[config.mk]
export PLATFORM = sky130hd
export DESIGN_NAME = vpd_page_responder
export DESIGN_NICKNAME = d
export VERILOG_FILES = /design/src/common/vpd_pkg.sv /design/src/hw/vpd_page_responder.sv
export SDC_FILE = /design/constraint.sdc
export NUM_CORES = 1
export LEC_CHECK = 0
export BUFFER_PORTS_ARGS = -buffer_cell sky130_fd_sc_hd__buf_2
export CAP_MARGIN = 15
export CORE_MARGIN = 5
export CORE_UTILIZATION = 40
export DETAILED_ROUTE_END_ITERATION = 6
export GPL_TIMING_DRIVEN = 0
export HOLD_SLACK_MARGIN = 0.05
export PLACE_DENSITY_LB_ADDON = 0.2
export SYNTH_ARGS = -nofsm -noshare
export SYNTH_HDL_FRONTEND = slang
export SYNTH_SLANG_ARGS = --single-unit
export TNS_END_PERCENT = 1
[constraint.sdc]
create_clock -name clk_i -period 6.85 [get_ports clk_i]
set_clock_uncertainty 0.2 [all_clocks]
set_input_delay 0.3425 -clock clk_i [delete_from_list [all_inputs] [get_ports clk_i]]
set_output_delay 0.3425 -clock clk_i [all_outputs]
set_load 0.02 [all_outputs]
[src/common/vpd_pkg.sv]
// Constants, types and carriers for the vital product data page responder.
// Assumes a single 50 MHz clock domain shared with the command layer.
package vpd_pkg;

  // ************************************************************
  // Page codes and page geometry
  // ************************************************************
  localparam logic [7:0] PAGE_POWER      = 8'h8d; // Power consumption page
  localparam logic [7:0] PAGE_LU_INFO    = 8'h90; // Logical unit information page
  localparam logic [7:0] PAGE_PORT_INFO  = 8'h91; // Port information page
  localparam logic [7:0] HDR_BYTE0       = 8'h00; // Qualifier 0, direct access type 0
  localparam logic [7:0] LEN_POWER       = 8'h04; // Page length of power page
  localparam logic [7:0] LEN_PORT_PAGES  = 8'h18; // Page length of 90h and 91h (24)
  localparam logic [4:0] TOTAL_POWER     = 5'h08; // Header plus body, power page
  localparam logic [4:0] TOTAL_PORT      = 5'h1c; // Header plus body, 90h and 91h
  localparam logic [4:0] DESC0_BASE      = 5'h04; // First per-port descriptor
  localparam logic [4:0] DESC1_BASE      = 5'h10; // Second per-port descriptor

  // ************************************************************
  // Field values
  // ************************************************************
  localparam logic [7:0] POWER_ID        = 8'h00; // Consumption identifier
  localparam logic [7:0] POWER_UNITS_MW  = 8'h04; // Units code 4, milliwatts, upper bits 0
  localparam logic [7:0] PORT_NUM_PRI    = 8'h01; // Relative port, primary
  localparam logic [7:0] PORT_NUM_SEC    = 8'h02; // Relative port, secondary
  localparam logic [7:0] PROTO_SSP       = 8'h06; // Protocol identifier, SAS SSP
  localparam logic [7:0] DESC_LEN_LO     = 8'h04; // Descriptor length low byte
  localparam logic [7:0] TRANSPORT_RETRY = 8'h00; // transport_retry_ctrl_support = 0
  localparam logic [7:0] POWER_CUT_BYTE  = 8'h01; // power_cut_input_supported = 1
  localparam logic [7:0] PHY_NUM_PRI     = 8'h00; // phy_number, primary port
  localparam logic [7:0] PHY_NUM_SEC     = 8'h01; // phy_number, secondary port
  localparam logic [7:0] PERSIST_BYTE    = 8'h00; // persistent_conn_capable = 0

  // ************************************************************
  // Carriers
  // ************************************************************
  typedef enum logic {ST_IDLE, ST_SEND} fsm_e;

  // Request from the command layer (vital_page_select already decoded)
  typedef struct packed {
    logic        start;     // One-cycle request pulse
    logic [7:0]  page_code; // Page code from the command block
    logic [15:0] alloc_len; // Allocation length from the command block
  } req_s;

  // Byte stream toward the command layer
  typedef struct packed {
    logic       valid; // Byte on data is offered
    logic [7:0] data;  // Page byte
    logic       last;  // Final byte of this answer
  } stream_s;

  // Whole state of the responder
  typedef struct packed {
    fsm_e        fsm;   // Sequencer state
    logic [7:0]  code;  // Latched page code
    logic [15:0] power; // Latched maximum power value
    logic [4:0]  limit; // Bytes to send
    logic [4:0]  idx;   // Index of next byte to fetch
    stream_s     out;   // Registered stream outputs
    logic        busy;  // Answer in progress
    logic        done;  // One-cycle end of answer
    logic        unsup; // One-cycle unsupported page flag
  } state_s;

endpackage

[src/hw/vpd_page_responder.sv]
// Vital product data page responder: streams the power, logical unit
// and port information pages byte by byte.
// Assumes the command layer runs on the same clock, decodes the command
// and hands over only requests with vital_page_select set.
`timescale 1ns/1ps

// Function
// - Byte zero: qualifier zero, direct access
// - Byte one echoes requested page code
// - Power page 8Dh reports length four
// - Power page byte four identifier zero
// - Power page units code four, milliwatts
// - Bytes six, seven hold maximum power
// - Page 90h length 24, two descriptors
// - Descriptor starts with relative port 1/2
// - Descriptor byte two protocol six, SSP
// - Transport retry control support bit zero
// - Page 91h length 24, two descriptors
// - Port descriptor power-cut input bit one
// - PHY descriptor at bytes 8-11 after length
// - PHY number 0 primary, 1 secondary
// - Persistent connection capable bit zero
module vpd_page_responder
  import vpd_pkg::*;
(
  input  wire logic        clk_i,          // 50 MHz clock
  input  wire logic        rst_i,          // Asynchronous reset, active high
  input  wire logic        req_start_i,    // Request pulse
  input  wire logic [7:0]  req_page_i,     // Requested page code
  input  wire logic [15:0] req_alloc_i,    // Allocation length in bytes
  input  wire logic [15:0] max_power_mw_i, // Maximum power, milliwatts
  input  wire logic        byte_ready_i,   // Command layer takes a byte
  output logic             byte_valid_o,   // Byte offered
  output logic [7:0]       byte_data_o,    // Page byte
  output logic             byte_last_o,    // Final byte of answer
  output logic             busy_o,         // Answer in progress
  output logic             done_o,         // Answer finished, one cycle
  output logic             unsupported_o   // Page code not served, one cycle
);

  // ************************************************************
  // Helper functions
  // ************************************************************

  // Whether this block serves the page code
  function automatic logic page_known(input logic [7:0] code);
    page_known = (code == PAGE_POWER) || (code == PAGE_LU_INFO) || (code == PAGE_PORT_INFO);
  endfunction

  // Full page size, header included
  function automatic logic [4:0] page_total(input logic [7:0] code);
    if (code == PAGE_POWER) begin
      page_total = TOTAL_POWER;
    end else begin
      page_total = TOTAL_PORT;
    end
  endfunction

  // One byte of a twelve-byte per-port descriptor
  function automatic logic [7:0] desc_byte(input logic [7:0] code,
                                           input logic [3:0] off,
                                           input logic       sec);
    desc_byte = 8'h00; // Reserved bytes stay zero
    case (off)
      4'h1: begin
        desc_byte = sec ? PORT_NUM_SEC : PORT_NUM_PRI;
      end
      4'h2: begin
        desc_byte = PROTO_SSP;
      end
      4'h3: begin
        // Port page only; logical unit page keeps it reserved
        if (code == PAGE_PORT_INFO) begin
          desc_byte = POWER_CUT_BYTE;
        end
      end
      4'h7: begin
        desc_byte = DESC_LEN_LO;
      end
      4'h8: begin
        // Retry control byte on 90h, PHY byte 0 on 91h: both zero
        desc_byte = TRANSPORT_RETRY;
      end
      4'h9: begin
        if (code == PAGE_PORT_INFO) begin
          desc_byte = sec ? PHY_NUM_SEC : PHY_NUM_PRI;
        end
      end
      4'hb: begin
        desc_byte = PERSIST_BYTE;
      end
      default: begin
        desc_byte = 8'h00;
      end
    endcase
  endfunction

  // Byte at index idx of the selected page
  function automatic logic [7:0] page_byte(input logic [7:0]  code,
                                           input logic [4:0]  idx,
                                           input logic [15:0] power);
    page_byte = 8'h00;
    if (idx == 5'h00) begin
      page_byte = HDR_BYTE0;
    end else if (idx == 5'h01) begin
      page_byte = code;
    end else if (idx == 5'h02) begin
      page_byte = 8'h00; // Length high byte is zero for all served pages
    end else if (idx == 5'h03) begin
      page_byte = (code == PAGE_POWER) ? LEN_POWER : LEN_PORT_PAGES;
    end else if (code == PAGE_POWER) begin
      if (idx == 5'h04) begin
        page_byte = POWER_ID;
      end else if (idx == 5'h05) begin
        page_byte = POWER_UNITS_MW;
      end else if (idx == 5'h06) begin
        page_byte = power[15:8];
      end else if (idx == 5'h07) begin
        page_byte = power[7:0];
      end
    end else if (idx >= DESC1_BASE) begin
      page_byte = desc_byte(code, 4'(idx - DESC1_BASE), 1'b1);
    end else begin
      page_byte = desc_byte(code, 4'(idx - DESC0_BASE), 1'b0);
    end
  endfunction

  // ************************************************************
  // State
  // ************************************************************
  state_s state_reg;  // Registered state
  state_s state_next; // Next state
  req_s   req;        // Request bundle
  logic [4:0] lim;    // Bytes allowed for the incoming request

  assign req = '{start: req_start_i, page_code: req_page_i, alloc_len: req_alloc_i};

  // Smaller of allocation length and page size
  always_comb begin
    if (req.alloc_len < 16'(page_total(req.page_code))) begin
      lim = req.alloc_len[4:0];
    end else begin
      lim = page_total(req.page_code);
    end
  end

  // ************************************************************
  // Sequencer
  // ************************************************************

  // Next-state logic; pulses fall back to zero every cycle
  always_comb begin
    state_next       = state_reg;
    state_next.done  = 1'b0;
    state_next.unsup = 1'b0;
    case (state_reg.fsm)
      ST_IDLE: begin
        // Requests during an answer are ignored, so only idle looks at start
        if (req.start) begin
          if (!page_known(req.page_code)) begin
            // Other pages belong to other logic; flag and finish at once
            state_next.unsup = 1'b1;
            state_next.done  = 1'b1;
          end else if (lim == 5'h00) begin
            // Zero allocation: nothing to send
            state_next.done = 1'b1;
          end else begin
            state_next.fsm       = ST_SEND;
            state_next.busy      = 1'b1;
            state_next.code      = req.page_code;
            state_next.power     = max_power_mw_i;
            state_next.limit     = lim;
            state_next.idx       = 5'h01;
            state_next.out.valid = 1'b1;
            state_next.out.data  = page_byte(req.page_code, 5'h00, max_power_mw_i);
            state_next.out.last  = (lim == 5'h01);
          end
        end
      end
      ST_SEND: begin
        // Advance only on a taken byte; back-pressure holds the byte
        if (state_reg.out.valid && byte_ready_i) begin
          if (state_reg.out.last) begin
            state_next.fsm       = ST_IDLE;
            state_next.busy      = 1'b0;
            state_next.done      = 1'b1;
            state_next.out.valid = 1'b0;
            state_next.out.last  = 1'b0;
            state_next.out.data  = 8'h00;
          end else begin
            state_next.out.data = page_byte(state_reg.code, state_reg.idx,
                                            state_reg.power);
            state_next.out.last = (5'(state_reg.idx + 5'h01) == state_reg.limit);
            state_next.idx      = 5'(state_reg.idx + 5'h01);
          end
        end
      end
      default: begin
        state_next = '0;
      end
    endcase
  end

  // State register; constants only under reset
  always_ff @(posedge clk_i or posedge rst_i) begin
    if (rst_i) begin
      state_reg <= '0;
    end else begin
      state_reg <= state_next;
    end
  end

  // ************************************************************
  // Outputs straight from the state register
  // ************************************************************
  assign byte_valid_o  = state_reg.out.valid;
  assign byte_data_o   = state_reg.out.data;
  assign byte_last_o   = state_reg.out.last;
  assign busy_o        = state_reg.busy;
  assign done_o        = state_reg.done;
  assign unsupported_o = state_reg.unsup;

endmodule

Word level (Yosys, flattened, before mapping)
Cells that the tools add are included.

cells by class
  add/sub/neg operators = 3
  multiply operators = 0
  div/mod/pow operators = 0
  magnitude comparators = 2
  eq/ne operators = 29
  shifts and indexed selects = 0
  mux-type cells = 32
  bitwise operators = 2
  reduce and logical (&&, ||, !) cells = 10

operators with widths
  operator             count
  $mux 46              2
  $mux 8               10
  $mux 48              1
  $eq 8x8->1 const B   5
  $pmux 17 s2          1
  $pmux 8 s4           1
  $eq 5x3->1 const B   4
  $mux 5               4
  $mux 17              1
  $eq 4x2->1 const B   4
  $lt 16x5->1          1
  $pmux 3 s4           1
  $eq 5x1->1 const B   2
  $eq 5x2->1 const B   2
  $logic_not 5->1      2
  $ne 2x2->1 const B   5
  $reduce_and 5->1     2
  $mux 9               1
  $eq 4x1->1 const B   2
  $eq 4x3->1 const B   2
  $mux 1               8
  $reduce_and 4->1     2
  $add 5x1->5 const B  1
  $eq 5x5->1           1
  11 further kinds     13

storage, ports and cells
  register bits = 48
  latch bits = 0
  RAM bits = 0
  bits in read-only memories = 0
  bits of input ports = 44
  output and inout bits = 13
  memories kept = 0

Logic depth before layout (Yosys ltp)
  depth in word-level cells = 13
  mapped depth = 9

Worst setup path after synthesis
Ideal clock, no wire load.

  kind = reg-to-reg
  start point = register state_reg[14] (netlist bit)
  end point = register state_reg (netlist bit byte_data_o[0])
  arrival = 1.854 ns
  setup slack = 4.670 ns
  cell stages (with the launch flop) = 9
  buffers on the path = 1
  path through = dfrtp_1 -> inv_1 -> ha_1 -> clkbuf_1 -> nor3_1 -> o41ai_1 -> nand2b_1 -> a31oi_1 -> a221o_1

on the way
  cells in the longest elaborated chain, start to end = 13
  elaborated cells on any way between the ends = 36
  classes of those cells = add/sub (2); order compare (1); eq/ne (16); mux (15); reduce/logical (2)

RTL lines
  what                                                        line                                                  source
  start: declaration                                          vpd_page_responder.sv:131                             state_s state_reg;
  start signal: assignment                                    vpd_page_responder.sv:209                             state_reg <= state_next;
  $sub 4x1->4 / $eq 5x3->1 (equally long branches)            vpd_page_responder.sv:122, vpd_page_responder.sv:118
  $eq 4x4->1 (tied with other cells)                          vpd_page_responder.sv:64                              case (off)
  $reduce_or 2->1 (no line) / $mux 8 (equally long branches)  -
  $pmux 3 s4 / $mux 8 (equally long branches)                 vpd_page_responder.sv:64, vpd_page_responder.sv:114
  $mux 8, on equally long branches                            vpd_page_responder.sv:121, vpd_page_responder.sv:112
  $mux 8                                                      vpd_page_responder.sv:111                             end else if (code == PAGE_POWER) begin
  $mux 8                                                      vpd_page_responder.sv:109                             end else if (idx == 5'h03) begin
  $mux 8                                                      vpd_page_responder.sv:107                             end else if (idx == 5'h02) begin
  $mux 8                                                      vpd_page_responder.sv:105                             end else if (idx == 5'h01) begin
  $mux 8 (*)                                                  vpd_page_responder.sv:103                             if (idx == 5'h00) begin
  $mux 9 (*)                                                  vpd_page_responder.sv:183                             if (state_reg.out.last) begin
  $mux 17 (*)                                                 vpd_page_responder.sv:182                             if (state_reg.out.valid && byte_ready_i) begin
  $pmux 17 s2 (*)                                             vpd_page_responder.sv:156                             case (state_reg.fsm)

Every way passes the cells marked *; elsewhere a longest branch is shown, timed or not. The select of a mux whose other input is x is not followed.
A chain may end at the register's enable or synchronous reset.

Final worst setup path
  start point = register state_reg[13] (netlist bit)
  end point = register state_reg (netlist bit byte_data_o[0])

The elaborated chain is that of the path after synthesis.

==> flow_results.xml <==
<?xml version="1.0" encoding="UTF-8"?>
<metrics>
  <group name="synthesis">
    <metric name="synth_ff_type" unit="">sky130_fd_sc_hd__dfrtp_1</metric>
    <metric name="synthCells" unit="">257</metric>
    <metric name="ys_seq_elements" unit="">47</metric>
    <metric name="number_of_enable_type_register_cells_in_the_synthesized_netlist" unit="">0</metric>
    <metric name="syn_area_per_cell" unit="sq um">10.4</metric>
    <metric name="ys_seq_area_share" unit="%">44.2</metric>
    <metric name="syn_nets" unit="">305</metric>
    <metric name="mappedNetlistArea" unit="sq mm">0.00266</metric>
    <metric name="netlist-cell-type-count" unit="">58</metric>
    <metric name="synth_warnings" unit="">0</metric>
    <metric name="proportion_of_register_bits_with_asynchronous_set_or_reset_after_synthesis" unit="%">100</metric>
  </group>
  <group name="timing">
    <metric name="setup_violations" unit="">0</metric>
    <metric name="tightest_slew" unit="ns">0.751</metric>
    <metric name="layout_setup_ws" unit="ns">4.24</metric>
    <metric name="max_transition_viols_final" unit="">0</metric>
    <metric name="setup_tns" unit="ns">0</metric>
    <metric name="final_worst_path_period_need" unit="ns">2.61</metric>
    <metric name="clock.fmax" unit="GHz">0.383</metric>
    <metric name="hold_ws" unit="ns">0.0540</metric>
    <metric name="finalHoldViolCount" unit="">0</metric>
    <metric name="max-slew-margin-rel" unit="%">49.3</metric>
    <metric name="fin_crit_share" unit="%">38.1</metric>
    <metric name="rsz0062_at_grt" unit="">no</metric>
  </group>
  <group name="placement">
    <metric name="replace_congestion" unit="">0.872</metric>
    <metric name="detailedPlace.worstSlack" unit="ns">4.27</metric>
    <metric name="dp_hpwl" unit="um">4890</metric>
    <metric name="dpl-instance-area" unit="sq mm">0.00306</metric>
    <metric name="io_buffer_count" unit="">56</metric>
  </group>
  <group name="critical_path">
    <metric name="crit_path_max_fanout" unit="">10</metric>
    <metric name="cp_top_family" unit="">compound AO/OA/AOI/OAI gates</metric>
    <metric name="timing.reg2reg.setup_slack" unit="ns">4.24</metric>
    <metric name="critical_path.slowest_cell" unit="">sky130_fd_sc_hd__o41ai_1</metric>
    <metric name="worst_ep_arrival_time" unit="ns">2.60</metric>
    <metric name="crit_end_category" unit="">flop</metric>
    <metric name="required" unit="ns">6.84</metric>
    <metric name="worstPathCellList" unit="">ha_1, clkbuf_1, nor3_1, o41ai_1, nand2b_1, a31oi_1, a221o_1</metric>
    <metric name="startpoint_type" unit="">flop</metric>
    <metric name="setup.worst_path.class" unit="">flop to flop</metric>
    <metric name="timing.critical_path.slowest_cell_delay" unit="ns">0.63</metric>
    <metric name="worst-path-buf-inv" unit="">1</metric>
  </group>
  <group name="layout">
    <metric name="layout_fillers" unit="">583</metric>
    <metric name="diodes" unit="">0</metric>
    <metric name="layout.cells.most_common" unit="">sky130_fd_sc_hd__buf_2</metric>
    <metric name="multiInputGateArea" unit="sq mm">0.00134</metric>
    <metric name="postLayoutCellArea" unit="sq mm">0.00328</metric>
    <metric name="drive_gt1_share" unit="%">29.3</metric>
    <metric name="nets" unit="">382</metric>
    <metric name="syn_to_final_growth" unit="%">23.4</metric>
    <metric name="largest_register_ff_count" unit="">35</metric>
    <metric name="layout.area.seq" unit="sq mm">0.00118</metric>
    <metric name="final_cell_mix" unit="">sky130_fd_sc_hd__buf_2, sky130_fd_sc_hd__dfrtp_1, sky130_fd_sc_hd__nand2_1</metric>
  </group>
  <group name="global_route">
    <metric name="grt_start_max_net_pins" unit="">28</metric>
    <metric name="grtUsageMet2" unit="%">25.5</metric>
    <metric name="grt_most_used_layer" unit="">met2</metric>
    <metric name="global_route_wire_length_before_repair" unit="um">10700</metric>
    <metric name="use_met3" unit="%">2.15</metric>
    <metric name="gr-total-overflow" unit="">0</metric>
    <metric name="antenna_found_initial" unit="">0</metric>
    <metric name="globalRouteTotalUtil" unit="%">15.7</metric>
    <metric name="gr-usage-met1" unit="%">21.8</metric>
    <metric name="number_of_global_route_vias_before_repair" unit="">2192</metric>
  </group>
  <group name="clock_tree">
    <metric name="post_cts_clock_slew_at_the_launch_and_capture_registers_of_the_worst_setup_and_hold_paths" unit="ns">0.10</metric>
    <metric name="clock_tree.buffer_depth" unit="">2</metric>
    <metric name="clock_sink_count" unit="">47</metric>
    <metric name="cts_setup_buffers" unit="">0</metric>
    <metric name="tritoncts" unit="">built</metric>
    <metric name="post_cts_hold_buffer_count" unit="">11</metric>
    <metric name="cts_max_level" unit="">2</metric>
    <metric name="root_buffer" unit="">sky130_fd_sc_hd__clkbuf_8</metric>
    <metric name="clkLatencyLatePin" unit="ns">0.30</metric>
    <metric name="cts_resized" unit="">0</metric>
    <metric name="cts-buffers-inserted" unit="">5</metric>
  </group>
  <group name="floorplan">
    <metric name="die_width" unit="um">91.6</metric>
    <metric name="die_area" unit="sq mm">0.00838</metric>
    <metric name="start_util" unit="%">41.4</metric>
    <metric name="design.portCount" unit="">57</metric>
    <metric name="fp.dieH" unit="um">91.6</metric>
    <metric name="fp-row-count" unit="">29</metric>
    <metric name="coreArea" unit="sq mm">0.00642</metric>
  </group>
  <group name="route">
    <metric name="drt-pass1-iter-count" unit="">4</metric>
    <metric name="vias" unit="">2229</metric>
    <metric name="post-route-drc-count" unit="">0</metric>
    <metric name="route.antenna.remaining_nets" unit="">0</metric>
    <metric name="route.final.wire_length" unit="um">6470</metric>
    <metric name="avgRoutedWirePerCell" unit="um">15.7</metric>
    <metric name="detail_route.iter0.violations" unit="">117</metric>
    <metric name="drt-vias-per-instance" unit="">5.41</metric>
  </group>
  <group name="pwr">
    <metric name="vdd_drop_max" unit="mV">0.0871</metric>
    <metric name="pwr_density_cell" unit="mW/mm^2">202</metric>
    <metric name="leakage_dissipation" unit="nW">1.52</metric>
  </group>
  <group name="flow_run">
    <metric name="drv.max_cap_violation_count" unit="">0</metric>
  </group>
  <group name="status">
    <metric name="status" unit="">completed</metric>
  </group>
  <group name="hold_path">
    <metric name="worstHoldPathType" unit="">input pin to flop</metric>
  </group>
</metrics>
## worst paths after layout
kind	startpoint	to	cells after the start
setup / recovery	state_reg[13]	byte_data_o[0]	7
hold / removal	max_power_mw_i[5]	state_reg[28]	2
setup reg to reg	state_reg[13]	byte_data_o[0]	7
hold reg to reg	state_reg[29]	state_reg[29]	1
max in group asynchronous	rst_i	state_reg[33]	4
min in group asynchronous	rst_i	state_reg[29]	3
## layout make-up
class                   instances  area share [%]
clock inverters                 2           0.419
multi-input cells             181            40.6
inverters                       7           0.800
well taps                      77            2.93
repair buffers                 70            13.1
flip-flops and latches         47            35.8
plain buffers                  22            3.77
clock buffers                   6            2.51
## routing by layer
layer	vias to the layer above	wire, um
li1	1096	-
met1	1062	2990
met2	64	3060
met3	7	318
met4	0	93
met5	-	0
## per-stage QoR
step	power, mW	utilization [%]	instances
global placement	0.477	47.3	390
CTS	0.666	50.8	410
finish	0.663	51.1	412
global route	0.696	51.1	412
detailed placement	0.482	47.6	391
floorplan	0.433	-	257
## Yosys cell counts (2+ instances only)
cell type                  count  area [sq um]
sky130_fd_sc_hd__dfrtp_1      47          1180
sky130_fd_sc_hd__nand2_1      24          90.1
sky130_fd_sc_hd__mux2_1       19           214
sky130_fd_sc_hd__nand3_1      15          75.1
sky130_fd_sc_hd__o21ai_0      10          50.1
sky130_fd_sc_hd__buf_4         9          67.6
sky130_fd_sc_hd__nor2_1        9          33.8
sky130_fd_sc_hd__a21oi_1       7          35.0
sky130_fd_sc_hd__clkbuf_1      7          26.3
sky130_fd_sc_hd__inv_1         7          26.3
sky130_fd_sc_hd__buf_2         6          30.0
sky130_fd_sc_hd__nor3_1        6          30.0
sky130_fd_sc_hd__a221o_1       5          50.1
sky130_fd_sc_hd__a31oi_1       5          31.3
sky130_fd_sc_hd__a22o_1        4          35.0
sky130_fd_sc_hd__a22oi_1       4          30.0
sky130_fd_sc_hd__and2_1        4          25.0
sky130_fd_sc_hd__ha_1          4          50.1
sky130_fd_sc_hd__nand2b_1      4          25.0
sky130_fd_sc_hd__nor4_1        4          25.0
sky130_fd_sc_hd__o21ai_1       4          20.0
sky130_fd_sc_hd__a32o_1        3          30.0
sky130_fd_sc_hd__mux2i_1       3          30.0
sky130_fd_sc_hd__nor2b_1       3          18.8
sky130_fd_sc_hd__xnor2_1       3          26.3
sky130_fd_sc_hd__a21oi_2       2          17.5
sky130_fd_sc_hd__mux2_2        2          22.5
sky130_fd_sc_hd__nand4b_1      2          17.5
sky130_fd_sc_hd__o31ai_1       2          15.0
sky130_fd_sc_hd__or3_1         2          12.5
sky130_fd_sc_hd__or3b_2        2          17.5
sky130_fd_sc_hd__or4b_4        2          27.5
sky130_fd_sc_hd__xor2_1        2          17.5
## where the power goes
| group | internal [mW] | switching [mW] |
|---|---|---|
| clock | 0.0828 | 0.100 |
| sequential | 0.307 | 0.0286 |
| combinational | 0.0678 | 0.0769 |
## cell families after synthesis
logic type | count (synthesis) | share of synthesized area, %
AND/OR/NAND/NOR | 89 | 19.0
AO/OA/AOI/OAI | 59 | 17.6
flip-flops | 47 | 44.2
buffers and inverters | 29 | 5.64
multiplexers | 24 | 10.0
XOR/XNOR | 5 | 1.65
adder cells (fa/ha/maj) | 4 | 1.88
(Power assumes the default switching activity.)
